File: src/rea_map.svh
// Purpose: Register offsets, field positions, reset values and timing figures of the
//          reactive energy accumulator.
// Assumes: Eight-bit register addresses on a plain strobe port.
// Notes:   Included by the design module, the assertion module and the testbench.
//
// Contract
// Add signed 16-bit offset to reactive power
// Offset of 256 counts equals one LSB
// Reactive power is signed by phase angle
// Polarity clear: flag on positive-to-negative change
// Polarity set: flag on negative-to-positive change
// Enabled sign flag holds interrupt until cleared
// Below threshold: skip accumulation, set no-load flag
// Enabled no-load flag holds interrupt until cleared
// Two-bit threshold field: off, 0.015%, 0.0075%, 0.0037%
// 49-bit signed accumulator, upper 24 bits readable
// One sample accumulated every five clocks
// Both mode bits clear: signed accumulation
// Both mode bits set: absolute mode wins
// Antitamper: sign follows active power sign
// Absolute mode accumulates reactive power magnitude
// Divide by 8-bit divider, zero means one
// Read-clear read returns energy, clears upper bits
// Waveform samples at 25.6 to 3.2 kSPS
// Energy wraps through full scale and continues
// Flags for half-full and for wrap events
// Gain scales power by one plus gain/4096
// Half-full on bit 22 leaving sign; wrap on flip
// Flags sticky until cleared, ORed into one request
`ifndef REA_MAP_SVH
`define REA_MAP_SVH

// Register offsets
`define REA_ADDR_WAVE_SEL 8'h0D
`define REA_ADDR_NL_CFG 8'h0E
`define REA_ADDR_ACC_CFG 8'h0F
`define REA_ADDR_EN_LOW 8'hD9
`define REA_ADDR_EN_HIGH 8'hDB
`define REA_ADDR_STATUS 8'hDC
`define REA_ADDR_OFFSET 8'h40
`define REA_ADDR_GAIN 8'h41
`define REA_ADDR_DIVIDER 8'h42
`define REA_ADDR_ENERGY 8'h43
`define REA_ADDR_ENERGY_RC 8'h44
`define REA_ADDR_WAVE_DATA 8'h45

// Field positions
`define REA_ACC_ANTITAMPER_BIT 2
`define REA_ACC_ABSOLUTE_BIT 3
`define REA_ACC_POLARITY_BIT 7
`define REA_NL_FIELD_HI 3
`define REA_NL_FIELD_LO 2
`define REA_ST_SIGN_BIT 0
`define REA_ST_NOLOAD_BIT 1
`define REA_ST_HALF_BIT 2
`define REA_ST_WRAP_BIT 3
`define REA_ENH_WAVEFORM_SAMPLING_ENABLE_BIT 0
`define REA_WAVE_SRC_HI 2
`define REA_WAVE_SRC_LO 0
`define REA_WAVE_RATE_HI 4
`define REA_WAVE_RATE_LO 3
`define REA_WAVE_SRC_REACTIVE 3'h3

// Reset values
`define REA_RST_BYTE 8'h00
`define REA_RST_OFFSET 16'h0000
`define REA_RST_GAIN 12'h000

// Arithmetic layout
`define REA_GAIN_SHIFT 12
`define REA_OFFSET_FRAC 8
`define REA_ENERGY_HI 48
`define REA_ENERGY_LO 25
`define REA_HALF_BIT 22

// Timing: accumulation period in master clocks, fastest waveform rate
`define REA_ACC_PERIOD 5
`define REA_CLK_HZ 125000000
`define REA_WAVE_FAST_HZ 25600

// No-load thresholds in parts per million of multiplier full scale
`define REA_NL_PPM_1 150
`define REA_NL_PPM_2 75
`define REA_NL_PPM_3 37
`define REA_PPM_FULL 1000000

`endif

File: src/rea_pkg.sv
// Purpose: Types shared by the reactive energy accumulator.
// Assumes: Constants come from rea_map.svh.
// Notes:   The whole module state travels as one packed struct.
package rea_pkg;

  // Register bus request
  typedef struct packed {
    logic [7:0] addr;   // Register address
    logic [31:0] wdata; // Write data
    logic wr;           // Write strobe
    logic rd;           // Read strobe
  } rea_bus_t;

  // Complete state of the block
  typedef struct packed {
    logic [7:0] wave_sel;      // Waveform source and rate
    logic [7:0] nl_cfg;        // No-load threshold selection
    logic [7:0] acc_cfg;       // Accumulation mode and sign polarity
    logic [7:0] en_low;        // Interrupt enables
    logic [7:0] en_high;       // Waveform sampling enable
    logic [7:0] status;        // Sticky event flags
    logic [15:0] offset;       // Signed reactive offset
    logic [11:0] gain;         // Signed reactive gain
    logic [7:0] divider;       // Energy divider
    logic [48:0] acc;          // Internal energy accumulator
    logic [2:0] phase;         // Position in the five-clock period
    logic prev_neg;            // Sign of previous sample
    logic prev_valid;          // A previous sample exists
    logic [15:0] wave_cnt;     // Waveform rate counter
    logic [23:0] wave_data;    // Last waveform sample
    logic wave_valid;          // Waveform sample strobe
    logic [31:0] rdata;        // Read data
    logic irq;                 // Interrupt request
  } rea_state_t;

endpackage

File: src/rea_accum.sv
// Purpose: Reactive power gain, offset, sign and no-load handling, division and
//          49-bit energy accumulation with flags and a combined interrupt request.
// Assumes: Reactive and active power samples are synchronous to clk and held
//          stable by the upstream filter.
// Notes:   One accumulation every five clocks; read data arrives one cycle late.
`timescale 1ns/1ps
`include "rea_map.svh"

module rea_accum
  import rea_pkg::*;
#(
  parameter int WAVE_CYCLES = (`REA_CLK_HZ + `REA_WAVE_FAST_HZ - 1) / `REA_WAVE_FAST_HZ
) (
  input wire logic clk,
  input wire logic reset,
  input wire rea_bus_t bus,
  output logic [31:0] rdata,
  input wire logic signed [23:0] reactive_power,
  input wire logic active_power_neg,
  output logic irq,
  output logic [23:0] wave_data,
  output logic wave_valid
);

  // Slowest rate is eight times the fastest period, counted in 16 bits
  if (WAVE_CYCLES < 1 || WAVE_CYCLES * 8 > 65535) begin : g_bad_wave_cycles
    $error("WAVE_CYCLES out of range");
  end

  localparam logic [2:0] PHASE_LAST = 3'(`REA_ACC_PERIOD - 1);
  // Full scale of the fractional work value
  localparam longint FULL_SCALE = 64'sh0000_0000_8000_0000;
  localparam logic [39:0] TH1 = 40'(FULL_SCALE * `REA_NL_PPM_1 / `REA_PPM_FULL);
  localparam logic [39:0] TH2 = 40'(FULL_SCALE * `REA_NL_PPM_2 / `REA_PPM_FULL);
  localparam logic [39:0] TH3 = 40'(FULL_SCALE * `REA_NL_PPM_3 / `REA_PPM_FULL);

  rea_state_t s_reg;  // Registered state
  rea_state_t s_next; // Next state

  // Datapath signals
  logic signed [39:0] q_ext;     // Input power, widened
  logic signed [39:0] gain_prod; // Power times gain word
  logic signed [39:0] gained;    // Gain-corrected power
  logic signed [39:0] work;      // Power with eight fractional bits plus offset
  logic work_neg;                // Sign of reactive power
  logic [39:0] mag;              // Magnitude of reactive power
  logic [39:0] div_eff;          // Effective divider
  logic [39:0] quot;             // Divided magnitude
  logic [39:0] thresh;           // Selected no-load threshold
  logic no_load;                 // Power below threshold
  logic negate;                  // Subtract this sample
  logic [48:0] delta;            // Signed step for the accumulator
  logic [48:0] acc_sum;          // Accumulator after the step
  logic [1:0] nl_sel;            // Threshold field
  logic use_abs;                 // Absolute mode active
  logic use_tamper;              // Antitamper mode active

  // Gain correction: power times one plus gain over 4096
  assign q_ext = 40'(reactive_power);
  assign gain_prod = q_ext * 40'($signed(s_reg.gain));
  assign gained = q_ext + (gain_prod >>> `REA_GAIN_SHIFT);

  // Offset carries eight fractional bits, so 256 counts equal one LSB
  assign work = (gained <<< `REA_OFFSET_FRAC) + 40'($signed(s_reg.offset));

  // Signed result, sign taken from the corrected value
  assign work_neg = work[39];
  assign mag = work_neg ? 40'(-work) : 40'(work);

  // Zero divider behaves as one
  assign div_eff = (s_reg.divider == 8'h00) ? 40'h00_0000_0001 : {32'h0000_0000, s_reg.divider};
  assign quot = mag / div_eff;

  // Threshold selection; zero field disables detection
  assign nl_sel = s_reg.nl_cfg[`REA_NL_FIELD_HI:`REA_NL_FIELD_LO];
  always_comb begin
    case (nl_sel)
      2'h1: thresh = TH1;
      2'h2: thresh = TH2;
      2'h3: thresh = TH3;
      default: thresh = 40'h00_0000_0000;
    endcase
  end
  assign no_load = (nl_sel != 2'h0) && (mag < thresh);

  // Mode decode: absolute wins when both bits are set
  assign use_abs = s_reg.acc_cfg[`REA_ACC_ABSOLUTE_BIT];
  assign use_tamper = s_reg.acc_cfg[`REA_ACC_ANTITAMPER_BIT] && !use_abs;
  always_comb begin
    if (use_abs) begin
      negate = 1'b0;
    end else if (use_tamper) begin
      negate = work_neg ^ active_power_neg;
    end else begin
      negate = work_neg;
    end
  end
  assign delta = negate ? 49'(-{9'h000, quot}) : {9'h000, quot};
  assign acc_sum = s_reg.acc + delta;

  // Next-state logic for registers, accumulator, flags and waveform
  always_comb begin
    logic step;         // Accumulation cycle
    logic [48:0] acc_n; // Accumulator after this cycle
    logic [23:0] e_old; // Readable energy before
    logic [23:0] e_new; // Readable energy after
    logic [7:0] ev;     // Events this cycle
    logic [1:0] rate;   // Waveform rate select
    logic [15:0] wlim;  // Waveform period
    step = 1'b0;
    acc_n = '0;
    e_old = '0;
    e_new = '0;
    ev = '0;
    rate = '0;
    wlim = '0;
    s_next = s_reg;
    s_next.wave_valid = 1'b0;
    s_next.rdata = 32'h0000_0000;

    // Register reads; unmapped addresses read zero
    if (bus.rd) begin
      case (bus.addr)
        `REA_ADDR_WAVE_SEL: s_next.rdata = {24'h000000, s_reg.wave_sel};
        `REA_ADDR_NL_CFG: s_next.rdata = {24'h000000, s_reg.nl_cfg};
        `REA_ADDR_ACC_CFG: s_next.rdata = {24'h000000, s_reg.acc_cfg};
        `REA_ADDR_EN_LOW: s_next.rdata = {24'h000000, s_reg.en_low};
        `REA_ADDR_EN_HIGH: s_next.rdata = {24'h000000, s_reg.en_high};
        `REA_ADDR_STATUS: s_next.rdata = {24'h000000, s_reg.status};
        `REA_ADDR_OFFSET: s_next.rdata = {16'h0000, s_reg.offset};
        `REA_ADDR_GAIN: s_next.rdata = {20'h00000, s_reg.gain};
        `REA_ADDR_DIVIDER: s_next.rdata = {24'h000000, s_reg.divider};
        `REA_ADDR_ENERGY: s_next.rdata = {8'h00, s_reg.acc[`REA_ENERGY_HI:`REA_ENERGY_LO]};
        `REA_ADDR_ENERGY_RC: s_next.rdata = {8'h00, s_reg.acc[`REA_ENERGY_HI:`REA_ENERGY_LO]};
        `REA_ADDR_WAVE_DATA: s_next.rdata = {8'h00, s_reg.wave_data};
        default: s_next.rdata = 32'h0000_0000;
      endcase
    end

    // Register writes
    if (bus.wr) begin
      case (bus.addr)
        `REA_ADDR_WAVE_SEL: s_next.wave_sel = bus.wdata[7:0];
        `REA_ADDR_NL_CFG: s_next.nl_cfg = bus.wdata[7:0];
        `REA_ADDR_ACC_CFG: s_next.acc_cfg = bus.wdata[7:0];
        `REA_ADDR_EN_LOW: s_next.en_low = bus.wdata[7:0];
        `REA_ADDR_EN_HIGH: s_next.en_high = bus.wdata[7:0];
        `REA_ADDR_OFFSET: s_next.offset = bus.wdata[15:0];
        `REA_ADDR_GAIN: s_next.gain = bus.wdata[11:0];
        `REA_ADDR_DIVIDER: s_next.divider = bus.wdata[7:0];
        default: ;
      endcase
    end

    // Five-clock accumulation period
    step = (s_reg.phase == PHASE_LAST);
    s_next.phase = step ? 3'h0 : 3'(s_reg.phase + 3'h1);

    acc_n = s_reg.acc;
    if (step) begin
      if (!no_load) begin
        acc_n = acc_sum;
      end else begin
        ev[`REA_ST_NOLOAD_BIT] = 1'b1;
      end
      // Sign change on the selected transition direction
      if (s_reg.prev_valid) begin
        if (!s_reg.acc_cfg[`REA_ACC_POLARITY_BIT]) begin
          ev[`REA_ST_SIGN_BIT] = !s_reg.prev_neg && work_neg;
        end else begin
          ev[`REA_ST_SIGN_BIT] = s_reg.prev_neg && !work_neg;
        end
      end
      s_next.prev_neg = work_neg;
      s_next.prev_valid = 1'b1;
    end

    // Half-full and wrap events on the readable value
    e_old = s_reg.acc[`REA_ENERGY_HI:`REA_ENERGY_LO];
    e_new = acc_n[`REA_ENERGY_HI:`REA_ENERGY_LO];
    if ((e_new[`REA_HALF_BIT] != e_new[23]) && (e_old[`REA_HALF_BIT] == e_old[23])) begin
      ev[`REA_ST_HALF_BIT] = 1'b1;
    end
    if ((e_old[23:22] == 2'h1 && e_new[23:22] == 2'h2) ||
        (e_old[23:22] == 2'h2 && e_new[23:22] == 2'h1)) begin
      ev[`REA_ST_WRAP_BIT] = 1'b1;
    end

    // Read-clear empties the upper part after the read
    if (bus.rd && bus.addr == `REA_ADDR_ENERGY_RC) begin
      acc_n[`REA_ENERGY_HI:`REA_ENERGY_LO] = 24'h000000;
    end
    s_next.acc = acc_n;

    // Write one to clear; a same-cycle event wins
    if (bus.wr && bus.addr == `REA_ADDR_STATUS) begin
      s_next.status = s_reg.status & ~bus.wdata[7:0];
    end
    s_next.status = s_next.status | ev;

    // One request from all enabled flags, held while any stays set
    s_next.irq = |(s_next.status & s_reg.en_low);

    // Waveform sampling of reactive power at the selected rate
    rate = s_reg.wave_sel[`REA_WAVE_RATE_HI:`REA_WAVE_RATE_LO];
    wlim = 16'(WAVE_CYCLES << rate);
    if (s_reg.en_high[`REA_ENH_WAVEFORM_SAMPLING_ENABLE_BIT] &&
        s_reg.wave_sel[`REA_WAVE_SRC_HI:`REA_WAVE_SRC_LO] == `REA_WAVE_SRC_REACTIVE) begin
      if (s_reg.wave_cnt >= 16'(wlim - 16'h0001)) begin
        s_next.wave_cnt = 16'h0000;
        s_next.wave_valid = 1'b1;
        s_next.wave_data = gained[23:0];
      end else begin
        s_next.wave_cnt = 16'(s_reg.wave_cnt + 16'h0001);
      end
    end else begin
      s_next.wave_cnt = 16'h0000;
    end
  end

  // State register
  always_ff @(posedge clk or posedge reset) begin
    if (reset) begin
      s_reg <= '{wave_sel: `REA_RST_BYTE, nl_cfg: `REA_RST_BYTE, acc_cfg: `REA_RST_BYTE,
                 en_low: `REA_RST_BYTE, en_high: `REA_RST_BYTE, status: `REA_RST_BYTE,
                 offset: `REA_RST_OFFSET, gain: `REA_RST_GAIN, divider: `REA_RST_BYTE,
                 default: '0};
    end else begin
      s_reg <= s_next;
    end
  end

  // Outputs straight from the state register
  assign rdata = s_reg.rdata;
  assign irq = s_reg.irq;
  assign wave_data = s_reg.wave_data;
  assign wave_valid = s_reg.wave_valid;

endmodule

File: config.mk
export PLATFORM = sky130hd
export DESIGN_NAME = rea_accum
export DESIGN_NICKNAME = d
export VERILOG_FILES = /design/src/rea_pkg.sv /design/src/rea_accum.sv
export VERILOG_INCLUDE_DIRS = /design/src
export SDC_FILE = /design/constraint.sdc
export NUM_CORES = 2
export LEC_CHECK = 0
export BUFFER_PORTS_ARGS = -buffer_cell sky130_fd_sc_hd__buf_2
export CELL_PAD_IN_SITES_DETAIL_PLACEMENT = 0
export CELL_PAD_IN_SITES_GLOBAL_PLACEMENT = 1
export CORE_ASPECT_RATIO = 2
export CORE_UTILIZATION = 35
export CTS_BUF_LIST = sky130_fd_sc_hd__clkbuf_16
export DETAILED_ROUTE_END_ITERATION = 10
export PLACE_DENSITY = 0.63
export SYNTH_ARGS = -nofsm -noshare
export SYNTH_HDL_FRONTEND = slang
export SYNTH_SLANG_ARGS = --single-unit
File: constraint.sdc
create_clock -name clk -period 173.3 [get_ports clk]
set_input_delay 25.995 -clock clk [delete_from_list [all_inputs] [get_ports clk]]
set_output_delay 25.995 -clock clk [all_outputs]
set_load 0.05 [all_outputs]
* Word level (Yosys, flattened, before mapping)
Cells that the tools add are included.
** Storage, ports and cells
- Bits in registers :: 212
- Input port bits :: 69
- Output and inout bits :: 58
** Operators by class
- $add $sub $neg :: 8
- Multiply operators :: 1
- Divide/modulo/power cells :: 1
- $lt $le $gt $ge :: 2
- Equality and inequality tests :: 24
- Shift operators :: 1
- Multiplexer cells :: 23
- Bitwise operators :: 6
- Reduce and logical (&&, ||, !) cells :: 30
** Operators by type and width (number)
- $pmux W24 S11 :: 1
- $mux W49 :: 3
- $pmux W19 S3 :: 1
- $add A49 B49 Y49 :: 1
- $neg A40 Y49 :: 1
- $eq A8 B7 Y1 const B :: 6
- $mux W24 :: 2
- $div A40 B40 Y40 :: 1
- $lt A40 B40 Y1 :: 1
- $mux W40 :: 1
- $neg A34 Y40 :: 1
- $mul A24 B12 Y36 :: 1
- $add A33 B16 Y34 :: 1
- $mux W16 :: 2
- $add A24 B24 Y25 :: 1
- $eq A8 B4 Y1 const B :: 3
- $eq A8 B8 Y1 const B :: 3
- $reduce_and A2 Y1 :: 11
- $add A16 B1 Y16 const B :: 1
- $and A8 B8 Y8 :: 2
- $ge A16 B16 Y1 :: 1
- $mux W8 :: 2
- $shl A13 B2 Y16 const A :: 1
- $sub A16 B1 Y16 const B :: 1
- 22 further kinds :: 47

* Depth between registers and ports, before layout
- Depth after elaboration :: 18
- Mapped depth :: 709
- Depth with buffers taken out :: 647

* Worst setup path before layout
No wires, ideal clock.
- Path kind :: input-to-reg
- From :: input port reactive_power[5]
- To :: register s_reg, in the netlist irq
- Arrival time :: 153.792 ns
- Required time :: 173.174 ns
- Slack :: 19.382 ns
- Stages :: 688
- Cells stage by stage :: clkbuf_1 nand2_1 fa_1 inv_1 ha_1 fa_1 inv_1 fa_1 fa_1 inv_1 ha_1 o21ai_0 nand2b_1 a21oi_1 nor2b_1 o21ai_0 nand2b_1 a21oi_1 (+652 left out) a21o_1 a21o_1 a21o_1 a21o_1 a21o_1 a21o_1 a21o_1 a21o_1 a21oi_1 xor2_1 nor2_1 a21oi_1 inv_1 ha_1 a221o_1 a22oi_1 nand3_1 a221o_1
** RTL lines
- from (decl) :: line rea_accum.sv:18 : input wire logic signed [23:0] reactive_power,
- to (signal assigned) :: line rea_accum.sv:224 : s_reg <= '{wave_sel: `REA_RST_BYTE, nl_cfg: `REA_RST_BYTE, acc_cfg: `REA_RST_BYTE,
- to (signal assigned) :: line rea_accum.sv:229 : s_reg <= s_next;
- to (decl) :: line rea_accum.sv:37 : rea_state_t s_reg;

==> run_results.csv <==
group,metric,value,unit
cells_and_area,area_growth,11.5,%
synthesis,synth_area,54600,um^2
routing,remaining_drc_errors,0,
setup_path,critPathMaxFanout,21,
floorplan,fp.dieW,281,um
hold_path,worstHoldPathCells,1,
status,run_status,"complete, no violations",
cells_and_area,regArea,5110,um^2
synthesis,synth_edf_count,0,
sta,setup_tns,0,ns
setup_path,cp_slowest_cell,"or4b_4",
cells_and_area,fin_nets,8346,
hold_path,hold_path.class,"flop to flop",
synthesis,yosys-top-cells-area,"ha_1 (12%), fa_1 (9.5%), dfrtp_1 (9.4%), xnor2_1 (5.1%), a21oi_1 (4.5%)",
sta,fin_crit_sh,94.0,%
sta,period_minus_slack,162.93,ns
synthesis,yosys.area.top_type_share,11.9,%
setup_path,cp-start-kind,"input pin",
synthesis,yosysTopAreaCell,"ha_1",
floorplan,core,155000,um^2
grt,grt_pass1_wl,338,mm
cts,cts_buffers,24,
sta,worst_pin_slew,1.22,ns
sta,fin_ws,10.37,ns
floorplan,io_pins,127,
synthesis,syn_avg_cell_area,7.60,um^2
cells_and_area,largest_register_ff_count,152,
routing,vias,56200,
setup_path,cp_slowest_stage_delay,0.74,ns
sta,slew_headroom,18.5,%
synthesis,yosys_most_used_dff,"dfrtp_1",
sta,setup_viol,0,
routing,firstDrtPassIters,6,
grt,antenna_found_initial,3,
synthesis,synth_warnings,0,
flow_run,cap_violations,0,
placement,place_ws,5.49,ns
setup_path,end_kind,"flop",
grt,overflow,0,
cells_and_area,fillers,16500,
cts,htreeDepth,1,
grt,grt_usage,28.1,%
floorplan,start_util,35.3,%
cts,cts_root_buf,"clkbuf_16",
routing,drt_iter0_drc,2978,
setup_path,worstSetupPathType,"input pin to flop",
placement,gp_congestion,0.943,
synthesis,synthTopCellsByCount,"nand2_1 (651), nor2_1 (627), ha_1 (518), inv_1 (493), a21oi_1 (492)",
synthesis,synthCells,7175,
setup_path,critPathMostFrequentCell,"o21a_1",
cts,cts_sinks,204,
synthesis,synth_async_sr_flop_share,100,%
setup_path,cp_data_arrival_time,163.34,ns
sta,clock_skew,0.0476,ns
cells_and_area,multi_input_area,46300,um^2
setup_path,reg2reg_depth,648,
setup_path,worstPathRequired,173.71,ns
cts,clk_path_buf_depth,3,
grt,grt_pass1_vias,57700,
sta,finalHoldViolCount,0,
placement,place_area,59900,um^2
sta,drv_slew,0,
cts,cts_tree,"built",
cells_and_area,final_area,60800,um^2
routing,drt-total-wl,226,mm
synthesis,ys_seq_elements,204,
synthesis,synth.yosys.seq_area_share,9.36,%
sta,hold_ws,0.454,ns
synthesis,synth.distinct_cells,141,
grt,grt_max_degree,97,
placement,hpwl,191,mm
routing,final_antenna_net_count,0,
sta,fmax,6.14,MHz
floorplan,fp-row-count,204,
cts,clk_pin_slew_worst_paths,0.06,ns
synthesis,synth.most_common_cell,"nand2_1",
floorplan,die_y,560,um
placement,portBuffers,102,
cells_and_area,drive_gt1_share,13.5,%
routing,routedWlPerCell,23.6,um
floorplan,die_area,158000,um^2
cts,clock_latency,0.59,ns
routing,routed_via_density,5.86,
-- metal layers --
| metal | global-route usage [%] | part of all wire (%) | vias to the layer above |
|---|---|---|---|
| met3 | 2.26 | 2.6 | 742 |
| li1 | - | - | 26800 |
| met4 | 23.3 | 9.6 | 4 |
| met2 | 58.2 | 57 | 1469 |
| met5 | 0 | 0.0093 | - |
| met1 | 23.2 | 31 | 27200 |
-- final cells by class --
class | count | area share (%)
sequential | 204 | 8.40
inverter | 496 | 3.07
timing repair buffer | 585 | 6.80
tap | 2060 | 4.24
antenna | 4 | 0.0165
clock buffer | 25 | 1.03
multi-input combinational | 6189 | 76.2
clock inverter | 17 | 0.257
-- worst paths after layout --
path,start,end,slack (ns)
max reg2reg,s_reg[137]$_DFFE_PP0P_,irq$_DFF_PP0_,35.38
max,reactive_power[5],irq$_DFF_PP0_,10.37
min,s_reg[76]$_DFF_PP0_,s_reg[76]$_DFF_PP0_,0.45
max in group asynchronous,reset,s_reg[138]$_DFFE_PP0P_,146.35
min in group asynchronous,reset,rdata[0]$_DFF_PP0_,25.55
min reg2reg,s_reg[76]$_DFF_PP0_,s_reg[76]$_DFF_PP0_,0.45
-- through the flow --
step                instances  util, %
finish                   9580     39.3
global placement         9527     38.7
CTS                      9569     39.2
floorplan                7188        -
global route             9577     39.3
detailed placement       9527     38.7
-- critical path, delay by kind of cell --
| family | cells | cell delay (ns) |
|---|---|---|
| xor+xnor | 2 | 0.32 |
| fa+ha+maj | 45 | 14.23 |
| mux | 6 | 1.86 |
| buf+inv | 74 | 10.34 |
| compound gates | 348 | 73.55 |
| simple gates | 173 | 36.49 |
-- logic make-up (layout without fill, tap and decap cells) --
family	after synthesis	count (layout)	synth area share, %
compound gates	1952	1952	24.9
xor+xnor	497	497	8.01
fa+ha+maj	782	782	21.5
buf+inv	795	1123	6.05
flops	204	204	9.36
mux	221	221	4.46
other cells	1	18	0.00687
simple gates	2723	2723	25.7
-- repair_timing --
action,in CTS,in global routing
endpoints found under the setup margin,0,25
buffers inserted,0,7
hold buffers,0,0
gates resized for setup,0,26
-- cell usage in the layout, fill, tap and decap left out, types with 236 or more instances in the layout --
cell type	instances
a21oi_1	485
buf_4	483
fa_1	259
ha_1	518
inv_1	487
nand2_1	650
nor2_1	623
nor3_1	303
o21ai_0	236
xnor2_1	320
Power is not shown: default switching activity piles up to over one toggle a cycle in this logic, so the estimate is an artifact.
